File: src/msla_pkg.sv
// Constants, types and register maps for the multiframe sync controller.
// Assumes a single core clock; shared by the controller and its bench.
package msla_pkg;

  // ----------------------------------------------------------------
  // Device register map (reached over the device register port)
  // ----------------------------------------------------------------
  localparam logic [11:0] DEV_SKIP_ADDR = 12'h036; // Edge skip count
  localparam logic [11:0] DEV_WIN_ADDR = 12'h039; // Error window
  localparam logic [11:0] DEV_ONESHOT_ADDR = 12'h03A; // One-shot control
  localparam logic [11:0] DEV_ENABLE_ADDR = 12'h03B; // Align circuit enable
  localparam logic [11:0] DEV_OFFSET_ADDR = 12'h304; // Multiframe phase offset
  localparam logic [11:0] DEV_BUDGET_ADDR = 12'h306; // Arrival spread budget
  localparam logic [11:0] DEV_SUBCLASS_ADDR = 12'h458; // Link subclass select
  localparam logic [7:0] DEV_ENABLE_PLAIN = 8'hF1; // Enable, no ramp
  localparam logic [7:0] DEV_ENABLE_RAMP = 8'hF3; // Enable with sample ramp
  localparam logic [7:0] DEV_ONESHOT_CLEAR = 8'h00; // Drop earlier arming
  localparam logic [7:0] DEV_ONESHOT_ARM = 8'h02; // Arm one-shot
  localparam int DEV_DONE_BIT = 4; // Completion bit in one-shot control
  localparam int DEV_SUBCLASS_LSB = 5; // Subclass field bits [7:5]
  localparam logic [5:0] WIN_FIELD_MASK = 6'h3C; // Two low bits ignored
  localparam logic [5:0] WIN_MIN_CODE = 6'h04; // Four DAC clock tolerance
  localparam logic [7:0] BUDGET_MAX = 8'h0C; // Twelve processing clocks

  // ----------------------------------------------------------------
  // Own register map (AXI4-Lite byte addresses)
  // ----------------------------------------------------------------
  localparam logic [7:0] REG_CTRL = 8'h00; // Start, ramp, subclass
  localparam logic [7:0] REG_WINDOW = 8'h04; // Error window code [5:0]
  localparam logic [7:0] REG_SKIP = 8'h08; // Edge skip count [7:0]
  localparam logic [7:0] REG_OFFSET = 8'h0C; // Multiframe phase offset
  localparam logic [7:0] REG_BUDGET = 8'h10; // Arrival spread budget
  localparam logic [7:0] REG_PCLKS = 8'h14; // Processing clocks per LMFC
  localparam logic [7:0] REG_STATUS = 8'h18; // Busy, done, links, drift
  localparam int CTRL_START = 0; // Write one to start
  localparam int CTRL_RAMP = 1; // Ramp samples around alignment
  localparam int CTRL_SUB1 = 2; // One selects subclass 1
  localparam int STAT_BUSY = 0;
  localparam int STAT_DONE = 1;
  localparam int STAT_LINKS_UP = 2;
  localparam int STAT_DRIFT = 3; // Sticky, write one to clear
  localparam logic [7:0] RST_PCLKS = 8'h08; // Reset processing clocks per LMFC
  localparam logic [1:0] RESP_OKAY = 2'b00;
  localparam logic [1:0] RESP_SLVERR = 2'b10;

  // ----------------------------------------------------------------
  // Timing of the generated reference pulses
  // ----------------------------------------------------------------
  localparam int CLK_PERIOD_NS = 50; // 20 MHz core clock
  localparam int SREF_HIGH_NS = 200; // Least high time of a pulse
  localparam int SREF_LOW_NS = 400; // Least low time between pulses
  localparam int SREF_HIGH_CYC = (SREF_HIGH_NS + CLK_PERIOD_NS - 1) / CLK_PERIOD_NS;
  localparam int SREF_LOW_CYC = (SREF_LOW_NS + CLK_PERIOD_NS - 1) / CLK_PERIOD_NS;
  localparam int SREF_PER_CYC = SREF_HIGH_CYC + SREF_LOW_CYC;

  // ----------------------------------------------------------------
  // Types
  // ----------------------------------------------------------------
  typedef struct packed {
    logic [11:0] addr; // Device register address
    logic [7:0] wdata; // Write data
    logic wr; // Write request, held until acknowledged
    logic rd; // Read request, held until acknowledged
  } msla_dev_req_s;

  typedef enum logic [2:0] {
    ST_IDLE,
    ST_WRITE,
    ST_SYSREF,
    ST_POLL,
    ST_LINKS
  } msla_state_e;

endpackage

File: src/msla_sync_ctrl.sv
// Controller that brings a receive link's multiframe clock into alignment.
// Assumes a device register port with a one-cycle ack, and AXI4-Lite software.
`timescale 1ns/1ps

module msla_sync_ctrl
  import msla_pkg::*;
#(
  parameter int NUM_LINKS = 2 // Sync request outputs watched
) (
  input wire logic core_clk, // 20 MHz core clock
  input wire logic rst_n, // Synchronous reset, active low
  input wire logic [7:0] s_axi_awaddr, // Write address
  input wire logic s_axi_awvalid, // Write address valid
  output logic s_axi_awready, // Write address ready
  input wire logic [31:0] s_axi_wdata, // Write data
  input wire logic [3:0] s_axi_wstrb, // Write byte strobes
  input wire logic s_axi_wvalid, // Write data valid
  output logic s_axi_wready, // Write data ready
  output logic [1:0] s_axi_bresp, // Write response
  output logic s_axi_bvalid, // Write response valid
  input wire logic s_axi_bready, // Write response ready
  input wire logic [7:0] s_axi_araddr, // Read address
  input wire logic s_axi_arvalid, // Read address valid
  output logic s_axi_arready, // Read address ready
  output logic [31:0] s_axi_rdata, // Read data
  output logic [1:0] s_axi_rresp, // Read response
  output logic s_axi_rvalid, // Read data valid
  input wire logic s_axi_rready, // Read data ready
  output msla_dev_req_s dev_req, // Device register request
  input wire logic dev_ack, // Device access done, one cycle
  input wire logic [7:0] dev_rdata, // Device read data, valid with ack
  output logic sysref_out, // Generated reference pulses
  input wire logic [NUM_LINKS-1:0] link_sync_request_out, // Device sync requests
  input wire logic ref_edge_drift_flag // Device drift indication
);

  // ----------------------------------------------------------------
  // Elaboration checks
  // ----------------------------------------------------------------
  if (NUM_LINKS < 1 || NUM_LINKS > 8) begin : g_chk
    $error("NUM_LINKS must lie between 1 and 8");
  end

  // ----------------------------------------------------------------
  // Declarations
  // ----------------------------------------------------------------
  logic [7:0] awaddr_q; // Held write address
  logic aw_have_q; // Write address taken
  logic [31:0] wdata_q; // Held write data
  logic [3:0] wstrb_q; // Held write strobes
  logic w_have_q; // Write data taken
  logic bvalid_q; // Write response pending
  logic [1:0] bresp_q; // Write response code
  logic rvalid_q; // Read data pending
  logic [31:0] rdata_q; // Read data
  logic [1:0] rresp_q; // Read response code
  logic wr_fire; // Register write this cycle
  logic wr_low; // Low byte lane enabled
  logic ar_fire; // Read address taken
  logic [2:0] ctrl_q; // Subclass, ramp, start bit held at zero
  logic [5:0] win_q; // Error window code
  logic [7:0] skip_q; // Edge skip count
  logic [7:0] offset_q; // Multiframe phase offset
  logic [7:0] budget_q; // Arrival spread budget
  logic [7:0] pclks_q; // Processing clocks per LMFC
  logic start_req; // Software start pulse
  logic drift_q; // Sticky drift status
  logic drift_clr; // Software clears drift
  msla_state_e state_q; // Sequencer state
  logic [2:0] step_q; // Write step index
  msla_dev_req_s req_q; // Outstanding device request
  logic [3:0] cnt_q; // Pulse period counter
  logic [8:0] pulses_q; // Reference pulses sent
  logic sysref_q; // Reference output flop
  logic done_q; // Last sequence completed
  logic links_up; // All sync requests released
  logic [5:0] win_eff; // Window after clamping
  logic [7:0] pclks_eff; // Clocks per LMFC, at least one
  logic [7:0] offset_eff; // Offset after clamping
  logic [7:0] budget_lim; // Smaller of twelve and clocks per LMFC
  logic [7:0] budget_eff; // Budget after clamping
  logic [8:0] pulse_target; // Pulses needed to pass the skip count
  msla_dev_req_s step_req; // Request of the current step
  logic last_step; // Current step is the arm write

  // ----------------------------------------------------------------
  // AXI4-Lite write channel
  // ----------------------------------------------------------------
  assign s_axi_awready = !aw_have_q && !bvalid_q;
  assign s_axi_wready = !w_have_q && !bvalid_q;
  assign s_axi_bvalid = bvalid_q;
  assign s_axi_bresp = bresp_q;
  assign wr_fire = aw_have_q && w_have_q && !bvalid_q;
  assign wr_low = wstrb_q[0];

  // Address and data may arrive in either order
  always_ff @(posedge core_clk) begin
    if (!rst_n) begin
      awaddr_q <= 8'h00;
      aw_have_q <= 1'b0;
      wdata_q <= 32'h0000_0000;
      wstrb_q <= 4'h0;
      w_have_q <= 1'b0;
      bvalid_q <= 1'b0;
      bresp_q <= RESP_OKAY;
    end else begin
      if (s_axi_awvalid && s_axi_awready) begin
        awaddr_q <= s_axi_awaddr;
        aw_have_q <= 1'b1;
      end
      if (s_axi_wvalid && s_axi_wready) begin
        wdata_q <= s_axi_wdata;
        wstrb_q <= s_axi_wstrb;
        w_have_q <= 1'b1;
      end
      if (wr_fire) begin
        aw_have_q <= 1'b0;
        w_have_q <= 1'b0;
        bvalid_q <= 1'b1;
        // Unmapped or misaligned words answer with a slave error
        case (awaddr_q)
          REG_CTRL, REG_WINDOW, REG_SKIP, REG_OFFSET,
          REG_BUDGET, REG_PCLKS, REG_STATUS: bresp_q <= RESP_OKAY;
          default: bresp_q <= RESP_SLVERR;
        endcase
      end else if (bvalid_q && s_axi_bready) begin
        bvalid_q <= 1'b0;
      end
    end
  end

  // ----------------------------------------------------------------
  // AXI4-Lite read channel
  // ----------------------------------------------------------------
  assign s_axi_arready = !rvalid_q;
  assign s_axi_rvalid = rvalid_q;
  assign s_axi_rdata = rdata_q;
  assign s_axi_rresp = rresp_q;
  assign ar_fire = s_axi_arvalid && s_axi_arready;

  // One cycle from address to data
  always_ff @(posedge core_clk) begin
    if (!rst_n) begin
      rvalid_q <= 1'b0;
      rdata_q <= 32'h0000_0000;
      rresp_q <= RESP_OKAY;
    end else if (ar_fire) begin
      rvalid_q <= 1'b1;
      rresp_q <= RESP_OKAY;
      case (s_axi_araddr)
        REG_CTRL: rdata_q <= {29'h0000_0000, ctrl_q[2:1], 1'b0};
        REG_WINDOW: rdata_q <= {26'h000_0000, win_q};
        REG_SKIP: rdata_q <= {24'h00_0000, skip_q};
        REG_OFFSET: rdata_q <= {24'h00_0000, offset_q};
        REG_BUDGET: rdata_q <= {24'h00_0000, budget_q};
        REG_PCLKS: rdata_q <= {24'h00_0000, pclks_q};
        REG_STATUS: rdata_q <= {28'h000_0000, drift_q, links_up, done_q,
                                state_q != ST_IDLE};
        default: begin
          rdata_q <= 32'h0000_0000;
          rresp_q <= RESP_SLVERR;
        end
      endcase
    end else if (rvalid_q && s_axi_rready) begin
      rvalid_q <= 1'b0;
    end
  end

  // ----------------------------------------------------------------
  // Configuration registers
  // ----------------------------------------------------------------
  assign start_req = wr_fire && wr_low && awaddr_q == REG_CTRL && wdata_q[CTRL_START];
  assign drift_clr = wr_fire && wr_low && awaddr_q == REG_STATUS && wdata_q[STAT_DRIFT];

  // Low byte lane carries every field
  always_ff @(posedge core_clk) begin
    if (!rst_n) begin
      ctrl_q <= 3'b000;
      win_q <= WIN_MIN_CODE;
      skip_q <= 8'h00;
      offset_q <= 8'h00;
      budget_q <= BUDGET_MAX;
      pclks_q <= RST_PCLKS;
    end else if (wr_fire && wr_low) begin
      case (awaddr_q)
        REG_CTRL: ctrl_q <= {wdata_q[CTRL_SUB1], wdata_q[CTRL_RAMP], 1'b0};
        REG_WINDOW: win_q <= wdata_q[5:0];
        REG_SKIP: skip_q <= wdata_q[7:0];
        REG_OFFSET: offset_q <= wdata_q[7:0];
        REG_BUDGET: budget_q <= wdata_q[7:0];
        REG_PCLKS: pclks_q <= wdata_q[7:0];
        default: ;
      endcase
    end
  end

  // ----------------------------------------------------------------
  // Clamping of values sent to the device
  // ----------------------------------------------------------------
  // Low two bits are meaningless, and below four cycles is too tight
  assign win_eff = ((win_q & WIN_FIELD_MASK) < WIN_MIN_CODE) ? WIN_MIN_CODE
                 : (win_q & WIN_FIELD_MASK);
  assign pclks_eff = (pclks_q == 8'h00) ? 8'h01 : pclks_q;
  assign offset_eff = (offset_q >= pclks_eff) ? pclks_eff - 8'h01 : offset_q;
  assign budget_lim = (pclks_eff < BUDGET_MAX) ? pclks_eff : BUDGET_MAX;
  assign budget_eff = (budget_q > budget_lim) ? budget_lim : budget_q;
  assign pulse_target = {1'b0, skip_q} + 9'h001;
  assign links_up = &link_sync_request_out;

  // ----------------------------------------------------------------
  // Step table of device writes
  // ----------------------------------------------------------------
  always_comb begin
    step_req = '0;
    step_req.wr = 1'b1;
    last_step = 1'b0;
    case (step_q)
      3'd0: begin
        step_req.addr = DEV_ENABLE_ADDR;
        step_req.wdata = ctrl_q[1] ? DEV_ENABLE_RAMP : DEV_ENABLE_PLAIN;
      end
      3'd1: begin
        step_req.addr = DEV_WIN_ADDR;
        step_req.wdata = {2'b00, win_eff};
      end
      3'd2: begin
        step_req.addr = DEV_SKIP_ADDR;
        step_req.wdata = skip_q;
      end
      3'd3: begin
        step_req.addr = DEV_OFFSET_ADDR;
        step_req.wdata = offset_eff;
      end
      3'd4: begin
        step_req.addr = DEV_BUDGET_ADDR;
        step_req.wdata = budget_eff;
      end
      3'd5: begin
        step_req.addr = DEV_SUBCLASS_ADDR;
        step_req.wdata = {2'b00, ctrl_q[2], 5'h00};
      end
      3'd6: begin
        step_req.addr = DEV_ONESHOT_ADDR;
        step_req.wdata = DEV_ONESHOT_CLEAR;
      end
      default: begin
        step_req.addr = DEV_ONESHOT_ADDR;
        step_req.wdata = DEV_ONESHOT_ARM;
        last_step = 1'b1;
      end
    endcase
  end

  // ----------------------------------------------------------------
  // Alignment sequencer
  // ----------------------------------------------------------------
  assign dev_req = req_q;
  assign sysref_out = sysref_q;

  // Writes, reference pulses in subclass 1 only, completion poll, then wait for links
  always_ff @(posedge core_clk) begin
    if (!rst_n) begin
      state_q <= ST_IDLE;
      step_q <= 3'd0;
      req_q <= '0;
      cnt_q <= 4'h0;
      pulses_q <= 9'h000;
      sysref_q <= 1'b0;
      done_q <= 1'b0;
    end else begin
      case (state_q)
        ST_IDLE: begin
          if (start_req) begin
            state_q <= ST_WRITE;
            step_q <= 3'd0;
            done_q <= 1'b0;
          end
        end
        ST_WRITE: begin
          if (!req_q.wr) begin
            req_q <= step_req;
          end else if (dev_ack) begin
            req_q <= '0;
            if (last_step) begin
              // Subclass 0 aligns on an internal edge, no pulses needed
              state_q <= ctrl_q[2] ? ST_SYSREF : ST_POLL;
              cnt_q <= 4'h0;
              pulses_q <= 9'h000;
            end else if (step_q == 3'd0 && !ctrl_q[2]) begin
              step_q <= 3'd3; // Window and skip only matter in subclass 1
            end else begin
              step_q <= step_q + 3'd1;
            end
          end
        end
        ST_SYSREF: begin
          // Skipped edges plus the aligning one, each a full pulse
          if (pulses_q == pulse_target) begin
            state_q <= ST_POLL;
          end else begin
            sysref_q <= cnt_q < 4'(SREF_HIGH_CYC);
            if (cnt_q == 4'(SREF_PER_CYC - 1)) begin
              cnt_q <= 4'h0;
              pulses_q <= pulses_q + 9'h001;
            end else begin
              cnt_q <= cnt_q + 4'h1;
            end
          end
        end
        ST_POLL: begin
          if (!req_q.rd) begin
            req_q <= '{addr: DEV_ONESHOT_ADDR, wdata: 8'h00, wr: 1'b0, rd: 1'b1};
          end else if (dev_ack) begin
            req_q <= '0;
            if (dev_rdata[DEV_DONE_BIT]) begin
              state_q <= ST_LINKS;
            end
          end
        end
        ST_LINKS: begin
          // Links come back only after the rotation has finished
          if (links_up) begin
            state_q <= ST_IDLE;
            done_q <= 1'b1;
          end
        end
        default: state_q <= ST_IDLE;
      endcase
    end
  end

  // ----------------------------------------------------------------
  // Drift status
  // ----------------------------------------------------------------
  // A new drift event wins over a clear in the same cycle
  always_ff @(posedge core_clk) begin
    if (!rst_n) begin
      drift_q <= 1'b0;
    end else if (ref_edge_drift_flag) begin
      drift_q <= 1'b1;
    end else if (drift_clr) begin
      drift_q <= 1'b0;
    end
  end

  // ----------------------------------------------------------------
  // Checks
  // ----------------------------------------------------------------
  logic win_sent_q; // Window written this sequence
  logic skip_sent_q; // Skip count written this sequence
  logic clr_sent_q; // Clear written before arming
  logic dev_wr_take; // Device write acknowledged
  logic sref_seen_q; // Reference output one cycle late
  logic [8:0] rises_q; // Reference pulses driven on the pin

  assign dev_wr_take = req_q.wr && dev_ack;

  // Helper record of the write order
  always_ff @(posedge core_clk) begin
    // A start while busy is ignored by the sequencer, so it keeps the record
    if (!rst_n || (start_req && state_q == ST_IDLE)) begin
      win_sent_q <= 1'b0;
      skip_sent_q <= 1'b0;
      clr_sent_q <= 1'b0;
      sref_seen_q <= 1'b0;
      rises_q <= 9'h000;
    end else begin
      sref_seen_q <= sysref_out;
      // Pulses counted on the pin, independent of the sequencer's own count
      if (sysref_out && !sref_seen_q) begin
        rises_q <= rises_q + 9'h001;
      end
      if (dev_wr_take) begin
        if (req_q.addr == DEV_WIN_ADDR) win_sent_q <= 1'b1;
        if (req_q.addr == DEV_SKIP_ADDR) skip_sent_q <= 1'b1;
        if (req_q.addr == DEV_ONESHOT_ADDR) clr_sent_q <= req_q.wdata == DEV_ONESHOT_CLEAR;
      end
    end
  end
endmodule

File: config.mk
export PLATFORM = sky130hd
export DESIGN_NAME = msla_sync_ctrl
export DESIGN_NICKNAME = d
export VERILOG_FILES = /design/src/msla_pkg.sv /design/src/msla_sync_ctrl.sv
export SDC_FILE = /design/constraint.sdc
export NUM_CORES = 1
export LEC_CHECK = 0
export BUFFER_PORTS_ARGS = -buffer_cell sky130_fd_sc_hd__buf_2
export CORE_MARGIN = 1
export CORE_UTILIZATION = 60
export CTS_CLUSTER_SIZE = 25
export DETAILED_ROUTE_END_ITERATION = 6
export PLACE_DENSITY = 0.86
export SLEW_MARGIN = 20
export SYNTH_ARGS = -nofsm -noshare
export SYNTH_HDL_FRONTEND = slang
export SYNTH_SLANG_ARGS = --single-unit
File: constraint.sdc
create_clock -name core_clk -period 8.35 [get_ports core_clk]
set_clock_uncertainty 0.1 [all_clocks]
set_input_delay 1.67 -clock core_clk [delete_from_list [all_inputs] [get_ports core_clk]]
set_output_delay 1.67 -clock core_clk [all_outputs]
set_load 0.02 [all_outputs]
==> qor.csv, run 1 <==
stage;metric;value;unit
setup_path;worstPathArrival;3.68;ns
setup_path;cp.required;8.57;ns
die;coreArea;10420;um^2
timing;slew_violations;0;
cells_and_area;final_area;6944;um^2
setup_path;rr_worst_depth;9;
yosys;synthFlopType;dfxtp_1;
die;io_pins;135;
cells_and_area;drive_gt1_frac;0.1374;
setup_path;worst_setup_path_end_kind;register;
global_routing;antenna_found_initial;0;
setup_path;path_depth;6;
cells_and_area;syn2layout_area_growth;6.895;%
pwr;p_per_area;135.9;nW/um^2
timing;tightestPinTransition;0.8773;ns
pwr;clkPwrFrac;0.339;
yosys;ys_seq_elements;111;
placed_design;port_buffers;72;
setup_path;r2r_end;pulses_q[2]$_SDFFE_PN0P_;
pwr;p_int;0.6830;mW
pwr;cellLeakagePower;2.846;nW
pwr;switching_power;0.2606;mW
die;die_y;106.1;um
yosys;avgSynthCellArea;8.120;um^2
pwr;power_frac_seq;0.583;
placed_design;routabilityCongestion;0.9250;
setup_path;worst-setup-path-type;in -> reg;
setup_path;worstSetupStartpointType;input pin;
global_routing;grt_max_degree;62;
pwr;pwr-share-comb;0.079;
cells_and_area;fill_cells;868;
setup_path;cp_num_buf_inv;3;
timing;min_period;3.453;ns
setup_path;crit_slowest_cell;buf_4;
job;drv_cap;0;
clocking;insertion_delay;0.40;ns
yosys;async_flop_share;0;
die;die_area;11250;um^2
detailed_routing;wl_per_cell;17.21;um
yosys;synth.largest_area_cell;dfxtp_1;
placed_design;dpl_cell_area;6754;um^2
detailed_routing;finalWirelength;16.86;mm
worst_hold_path;min_path_type;reg -> reg;
pwr;peakVddDrop;162.8;uV
cells_and_area;insertedDiodeCount;0;
timing;final-setup-viol-count;0;
cells_and_area;finalNetCount;935;
yosys;yosys.area.top_type_share;0.3421;
yosys;synth_commonest_cells;dfxtp_1 (111), nand2_1 (85), nor2_1 (85);
die;chipWidth;106.1;um
placed_design;dp_hpwl;12.30;mm
timing;fin_setup_tns;0;ns
clocking;cts_tree;built;
pwr;design_power_total;0.9436;mW
die;initial_core_util;0.6237;
detailed_routing;drtAntennaViolNets;0;
clocking;postCtsResizedCells;0;
timing;rsz0062_at_grt;false;
detailed_routing;drc;0;
global_routing;grt_usage;0.3116;
setup_path;cpPeakStageDelay;0.45;ns
timing;hold_violations;0;
yosys;synth_cells;800;
detailed_routing;vias_per_cell;6.224;
clocking;numClockSinks;111;
yosys;synth_edf_count;0;
global_routing;grt_pass1_wl;28.01;mm
yosys;synth_cell_types;75;
run_status;status;completed;
clocking;htreeDepth;3;
clocking;cts_setup_buffers;0;
setup_path;crit_path_end;state_q[0]$_SDFFE_PN0P_;
clocking;clockBufferDepth;2;
clocking;ctsRootBufferMaster;clkbuf_8;
cells_and_area;largest_reg_flops;18;
detailed_routing;initialDrtViolationCount;538;
setup_path;crit_chain;buf_2, inv_2, buf_4, a2111oi_0, nand3_1, o21ai_0;
setup_path;reg2reg_slack;4.92;ns
timing;timing.fmax;289.6;MHz
detailed_routing;dr.pass1.iters;7;
yosys;yosysMostFrequentCell;dfxtp_1;
setup_path;crit_family;buffers and inverters;
yosys;synth_warnings;0;
global_routing;grt_overflow_total;0;
clocking;hold_buffers;0;
yosys;seq_area_frac_synth;0.3421;
timing;period_share;0.4135;
setup_path;startpoint;rst_n;
detailed_routing;vias;6100;
yosys;synth.area.top_cells;dfxtp_1 (34%), mux2i_1 (6.9%), a21oi_1 (5.0%);
clocking;cts_buffers;9;
clocking;clkTransAtPathRegs;0.12;ns
yosys;syn_area;6496;um^2
timing;maxSlewHeadroom;0.4130;
setup_path;worstReg2RegStart;step_q[2]$_SDFFE_PN0P_;
setup_path;crit_fanout;61;
global_routing;grt_pass1_vias;5763;
pwr;switching_share;0.2761;
die;fp-row-count;37;
-- power by group through the flow --
stage / Clock (mW) / Sequential [mW] / Combinational (mW)
floorplan: 0 / 0.558 / 0.0630
global placement: 0 / 0.561 / 0.0710
detailed placement: 0 / 0.562 / 0.0734
CTS: 0.323 / 0.549 / 0.0735
global route: 0.351 / 0.551 / 0.0824
finish: 0.320 / 0.550 / 0.0741
-- metrics by stage --
stage	hold slack, ns	utilization	std cells	setup slack, ns
6_report	0.3613	0.6667	980	4.897
5_1_grt	0.3839	0.6667	980	4.712
4_1_cts	0.3595	0.6667	980	4.964
3_5_place_dp	0.3432	0.6484	964	4.533
3_3_place_gp	0.3405	0.6484	964	4.631
2_1_floorplan	0.3360	-	830	5.058
-- worst min-delay path: cells and delay by family, from the launching register on --
kind / cells / cell delay [ns]
flops: 1 / 0.33
compound gates: 1 / 0.05
simple gates: 1 / 0.05
-- cell usage in the layout (no fill, tap or decap), types with 10 or more instances in the layout --
cell type | netlist | routed
mux2i_1 | 45 | 45
a21oi_1 | 65 | 65
conb_1 | 2 | 32
o211ai_1 | 12 | 12
a31oi_1 | 12 | 12
inv_1 | 28 | 28
nand3_1 | 28 | 28
a22oi_1 | 15 | 15
nor2b_1 | 10 | 10
ha_1 | 25 | 25
clkbuf_8 | 0 | 10
nor3_1 | 21 | 21
nor2_1 | 85 | 85
o21ai_0 | 33 | 32
nand2_1 | 85 | 85
a221oi_1 | 10 | 10
dfxtp_1 | 111 | 111
buf_2 | 5 | 72
-- per-layer routing --
layer,wire length (um),track usage
met1,7349,0.4054
met2,7910,0.5084
met3,1274,0.06622
met4,330,0.1141
met5,0,0
-- how the worst min path moves through the flow --
stage                                  start                  endpoint  slack (ns)  cells past startpoint
global route        awaddr_q[5]$_SDFFE_PN0P_  awaddr_q[5]$_SDFFE_PN0P_        0.38                      2
floorplan           awaddr_q[6]$_SDFFE_PN0P_  awaddr_q[6]$_SDFFE_PN0P_        0.34                      2
CTS                 dev_req[15]$_SDFFE_PN0P_  dev_req[15]$_SDFFE_PN0P_        0.36                      2
finish              dev_req[15]$_SDFFE_PN0P_  dev_req[15]$_SDFFE_PN0P_        0.36                      2
global placement    dev_req[15]$_SDFFE_PN0P_  dev_req[15]$_SDFFE_PN0P_        0.34                      2
detailed placement  dev_req[15]$_SDFFE_PN0P_  dev_req[15]$_SDFFE_PN0P_        0.34                      2
-- cells by family (layout without fill, tap and decap cells) --
family,after synthesis,in the layout,synth area share
simple gates,286,286,0.2155
flops,111,111,0.3421
other cells,2,32,0.001156
compound gates,203,203,0.2049
mux,55,55,0.09014
xor+xnor,12,12,0.01849
buf+inv,106,120,0.07954
fa+ha+maj,25,25,0.04815
-- area by class of cell --
cell class | count | area (um^2) | area share
multi-input combinational | 613 | 3870 | 0.5573
clock inverter | 5 | 48.80 | 0.007027
sequential | 111 | 2222 | 0.3200
clock buffer | 11 | 141.4 | 0.02036
timing repair buffer | 75 | 382.9 | 0.05514
inverter | 29 | 108.9 | 0.01568
tap | 136 | 170.2 | 0.02450
(Power assumes the default switching activity.)
==> run 2: changes to the inputs <==
--- a/config.mk
+++ b/config.mk
@@ -5,12 +5,13 @@
 export SDC_FILE = /design/constraint.sdc
 export NUM_CORES = 1
 export LEC_CHECK = 0
+export ABC_AREA = 1
 export BUFFER_PORTS_ARGS = -buffer_cell sky130_fd_sc_hd__buf_2
 export CORE_MARGIN = 1
-export CORE_UTILIZATION = 60
+export CORE_UTILIZATION = 50
 export CTS_CLUSTER_SIZE = 25
 export DETAILED_ROUTE_END_ITERATION = 6
-export PLACE_DENSITY = 0.86
+export PLACE_DENSITY = 0.77
 export SLEW_MARGIN = 20
 export SYNTH_ARGS = -nofsm -noshare
 export SYNTH_HDL_FRONTEND = slang
==> constraint.sdc (replaced) <==
create_clock -name core_clk -period 3.16 [get_ports core_clk]
set_clock_uncertainty 0.1 [all_clocks]
set_input_delay 0.632 -clock core_clk [delete_from_list [all_inputs] [get_ports core_clk]]
set_output_delay 0.632 -clock core_clk [all_outputs]
set_load 0.02 [all_outputs]
==> run 2 against run 1 <==
Effect of this change: utilization shrank 9.9 points; highest routed layer unchanged; non-clock buffer count up 4; sequential share of layout area is 1.0 points lower; critical path type is now reg -> reg; synthesized area fell by 0.52%; largest power group unchanged; final cell count grew 22%; hold slack lost 0.0085 ns; flip-flop and latch count stayed put; critical path depth is 8 higher; routed wire length increased by 1.0%.
==> qor.csv, run 2 <==
stage;metric;value;unit;change
yosys;synth.area.top_cells;dfxtp_1 (34%), nand2_1 (12%), a21oi_1 (7.0%);;
pwr;cellLeakagePower;3.173;nW;+11%
die;chipWidth;115.7;um;+9.1%
detailed_routing;drtAntennaViolNets;0;;unchanged
detailed_routing;drc;0;;unchanged
cells_and_area;final_common_cell;nand2_1;;
yosys;synthFlopType;dfxtp_1;;
placed_design;dp_hpwl;12.83;mm;+4.3%
worst_hold_path;min_path_type;reg -> reg;;
job;drv_cap;0;;unchanged
detailed_routing;dr.pass1.iters;5;;-2
global_routing;antenna_found_initial;0;;unchanged
clocking;postCtsResizedCells;0;;unchanged
detailed_routing;wl_per_cell;14.23;um;-17%
die;coreArea;12620;um^2;+21%
setup_path;cp.required;3.36;ns;-5.21 ns
global_routing;grt_usage;0.2736;;-0.03797
yosys;avgSynthCellArea;6.760;um^2;-17%
yosys;yosys.area.top_type_share;0.3439;;+0.001788
die;die_area;13380;um^2;+19%
clocking;cts_setup_buffers;0;;unchanged
global_routing;grt_pass1_vias;5766;;+0.052%
die;die_y;115.7;um;+9.1%
yosys;seq_area_frac_synth;0.3439;;+0.001788
placed_design;routabilityCongestion;0.9674;;+4.6%
timing;timing.fmax;367.3;MHz;
timing;fin_setup_tns;0;ns;unchanged
timing;period_share;0.8615;;
clocking;hold_buffers;0;;unchanged
global_routing;grt_max_degree;57;;-8.1%
clocking;numClockSinks;111;;unchanged
yosys;synth_commonest_cells;nand2_1 (198), inv_1 (119), dfxtp_1 (111);;
detailed_routing;vias;6406;;+5.0%
setup_path;worstPathArrival;2.92;ns;-0.76 ns
clocking;clkTransAtPathRegs;0.08;ns;-0.04 ns
global_routing;grt_pass1_wl;28.30;mm;+1.0%
die;io_pins;135;;unchanged
timing;min_period;2.722;ns;
clocking;cts_tree;built;;
global_routing;grt_overflow_total;0;;unchanged
cells_and_area;finalNetCount;1116;;+19%
detailed_routing;finalWirelength;17.04;mm;+1.0%
clocking;ctsRootBufferMaster;clkbuf_16;;
timing;final-setup-viol-count;0;;unchanged
setup_path;crit_fanout;9;;-85%
setup_path;worst_setup_path_end_kind;register;;
clocking;htreeDepth;3;;unchanged
timing;tightestPinTransition;0.8088;ns;-0.06854 ns
timing;slew_violations;0;;unchanged
cells_and_area;largest_reg_flops;18;;unchanged
yosys;yosysMostFrequentCell;nand2_1;;
timing;worst_hold_slack;0.3528;ns;-0.008508 ns
pwr;p_per_area;602.0;nW/um^2;+340%
clocking;cts_buffers;9;;unchanged
cells_and_area;insertedDiodeCount;0;;unchanged
setup_path;worstSetupStartpointType;register;;
run_status;status;completed;;
cells_and_area;syn2layout_area_growth;10.92;%;
yosys;synth.largest_area_cell;dfxtp_1;;
timing;rsz0062_at_grt;false;;
yosys;synth_cells;956;;+20%
detailed_routing;vias_per_cell;5.352;;-14%
die;fp-row-count;41;;+11%
die;initial_core_util;0.5121;;-0.1116
clocking;insertion_delay;0.37;ns;-0.03 ns
timing;hold_violations;0;;unchanged
clocking;clockBufferDepth;2;;unchanged
timing;maxSlewHeadroom;0.4568;;+0.04381
placed_design;port_buffers;72;;unchanged
detailed_routing;initialDrtViolationCount;474;;-12%
setup_path;worst-setup-path-type;reg -> reg;;
cells_and_area;layout_common_cells;nand2_1 (198), inv_1 (119), dfxtp_1 (111), nor2_1 (95), a21oi_1 (91);;
yosys;async_flop_share;0;;unchanged
cells_and_area;drive_gt1_frac;0.1102;;-0.02720
pwr;peakVddDrop;453.2;uV;+180%
yosys;syn_area;6462;um^2;-0.52%
yosys;ys_seq_elements;111;;unchanged
yosys;synth_edf_count;0;;unchanged
yosys;synth_warnings;0;;unchanged
yosys;synth_cell_types;44;;-41%
[run 2: cell count changes after synthesis, sizes merged, moves of 16 or more]
cell,delta
inv,+93
mux2i,-45
clkbuf,-24
a211oi,+23
nand2,+115
nand3,+50
nand4,+16
a21oi,+26
o21ai,+26
[run 2: worst max-delay path, stage by stage, from the launching register on]
cell	delay, ns
dfxtp_1	0.33
nor2_1	0.20
nand3_1	0.17
o21bai_1	0.34
ha_1	0.21
inv_1	0.04
a21oi_1	0.11
o21ai_0	0.08
nand2_1	0.21
nand3_1	0.30
nand3_1	0.15
nand3_1	0.14
nand2_1	0.11
nand2_1	0.05
a21oi_1	0.10
[run 2: layout make-up]
class / count / area [um^2]
Clock inverter: 7 / 83.83
Timing Repair Buffer: 79 / 412.9
Sequential cell: 111 / 2222
Inverter: 123 / 461.7
Fill cell: 1299 / 5451
Tap cell: 172 / 215.2
Clock buffer: 9 / 225.2
Multi-Input combinational cell: 696 / 3547
[run 2: worst paths after layout]
path                             from                        to  slack [ns]  cells after the start
max           pclks_q[5]$_SDFFE_PN0P_   dev_req[7]$_SDFFE_PN0P_        0.44                     14
max reg2reg   pclks_q[5]$_SDFFE_PN0P_   dev_req[7]$_SDFFE_PN0P_        0.44                     14
min reg2reg  awaddr_q[0]$_SDFFE_PN0P_  awaddr_q[0]$_SDFFE_PN0P_        0.35                      2
min          awaddr_q[0]$_SDFFE_PN0P_  awaddr_q[0]$_SDFFE_PN0P_        0.35                      2
[run 2: metal layers]
metal | vias up | GRT usage | wire length [um]
met1 | 2873 | 0.3630 | 7894
met3 | 31 | 0.05910 | 1165
met2 | 227 | 0.4379 | 7555
met5 | - | 0 | 0
li1 | 3275 | - | -
met4 | 0 | 0.1009 | 423
[run 2: cells by family after synthesis]
logic type      share of synthesized area
simple gates                       0.2784
compound gates                     0.1981
buf+inv                            0.1247
flops                              0.3439
fa+ha+maj                         0.04840
xor+xnor                         0.005422
other cells                      0.001162
[run 2: power breakdown]
part	switching, mW	leakage, nW	internal [mW]
sequential	0.171	0.903	1.58
clock	0.602	0.150	0.567
combinational	0.924	2.12	0.475
[run 2: per-stage QoR]
step                total power [mW]  utilization  setup WS [ns]  area, um^2  instances
finish                         4.315       0.5680         0.4377        7168       1197
global route                   4.628       0.5680         0.1099        7168       1197
CTS                            4.324       0.5680         0.4581        7168       1197
detailed placement             3.163       0.5435         0.4784        6859       1181
global placement               3.134       0.5435         0.5391        6859       1181
floorplan                      2.838            -         0.9306        6575        986
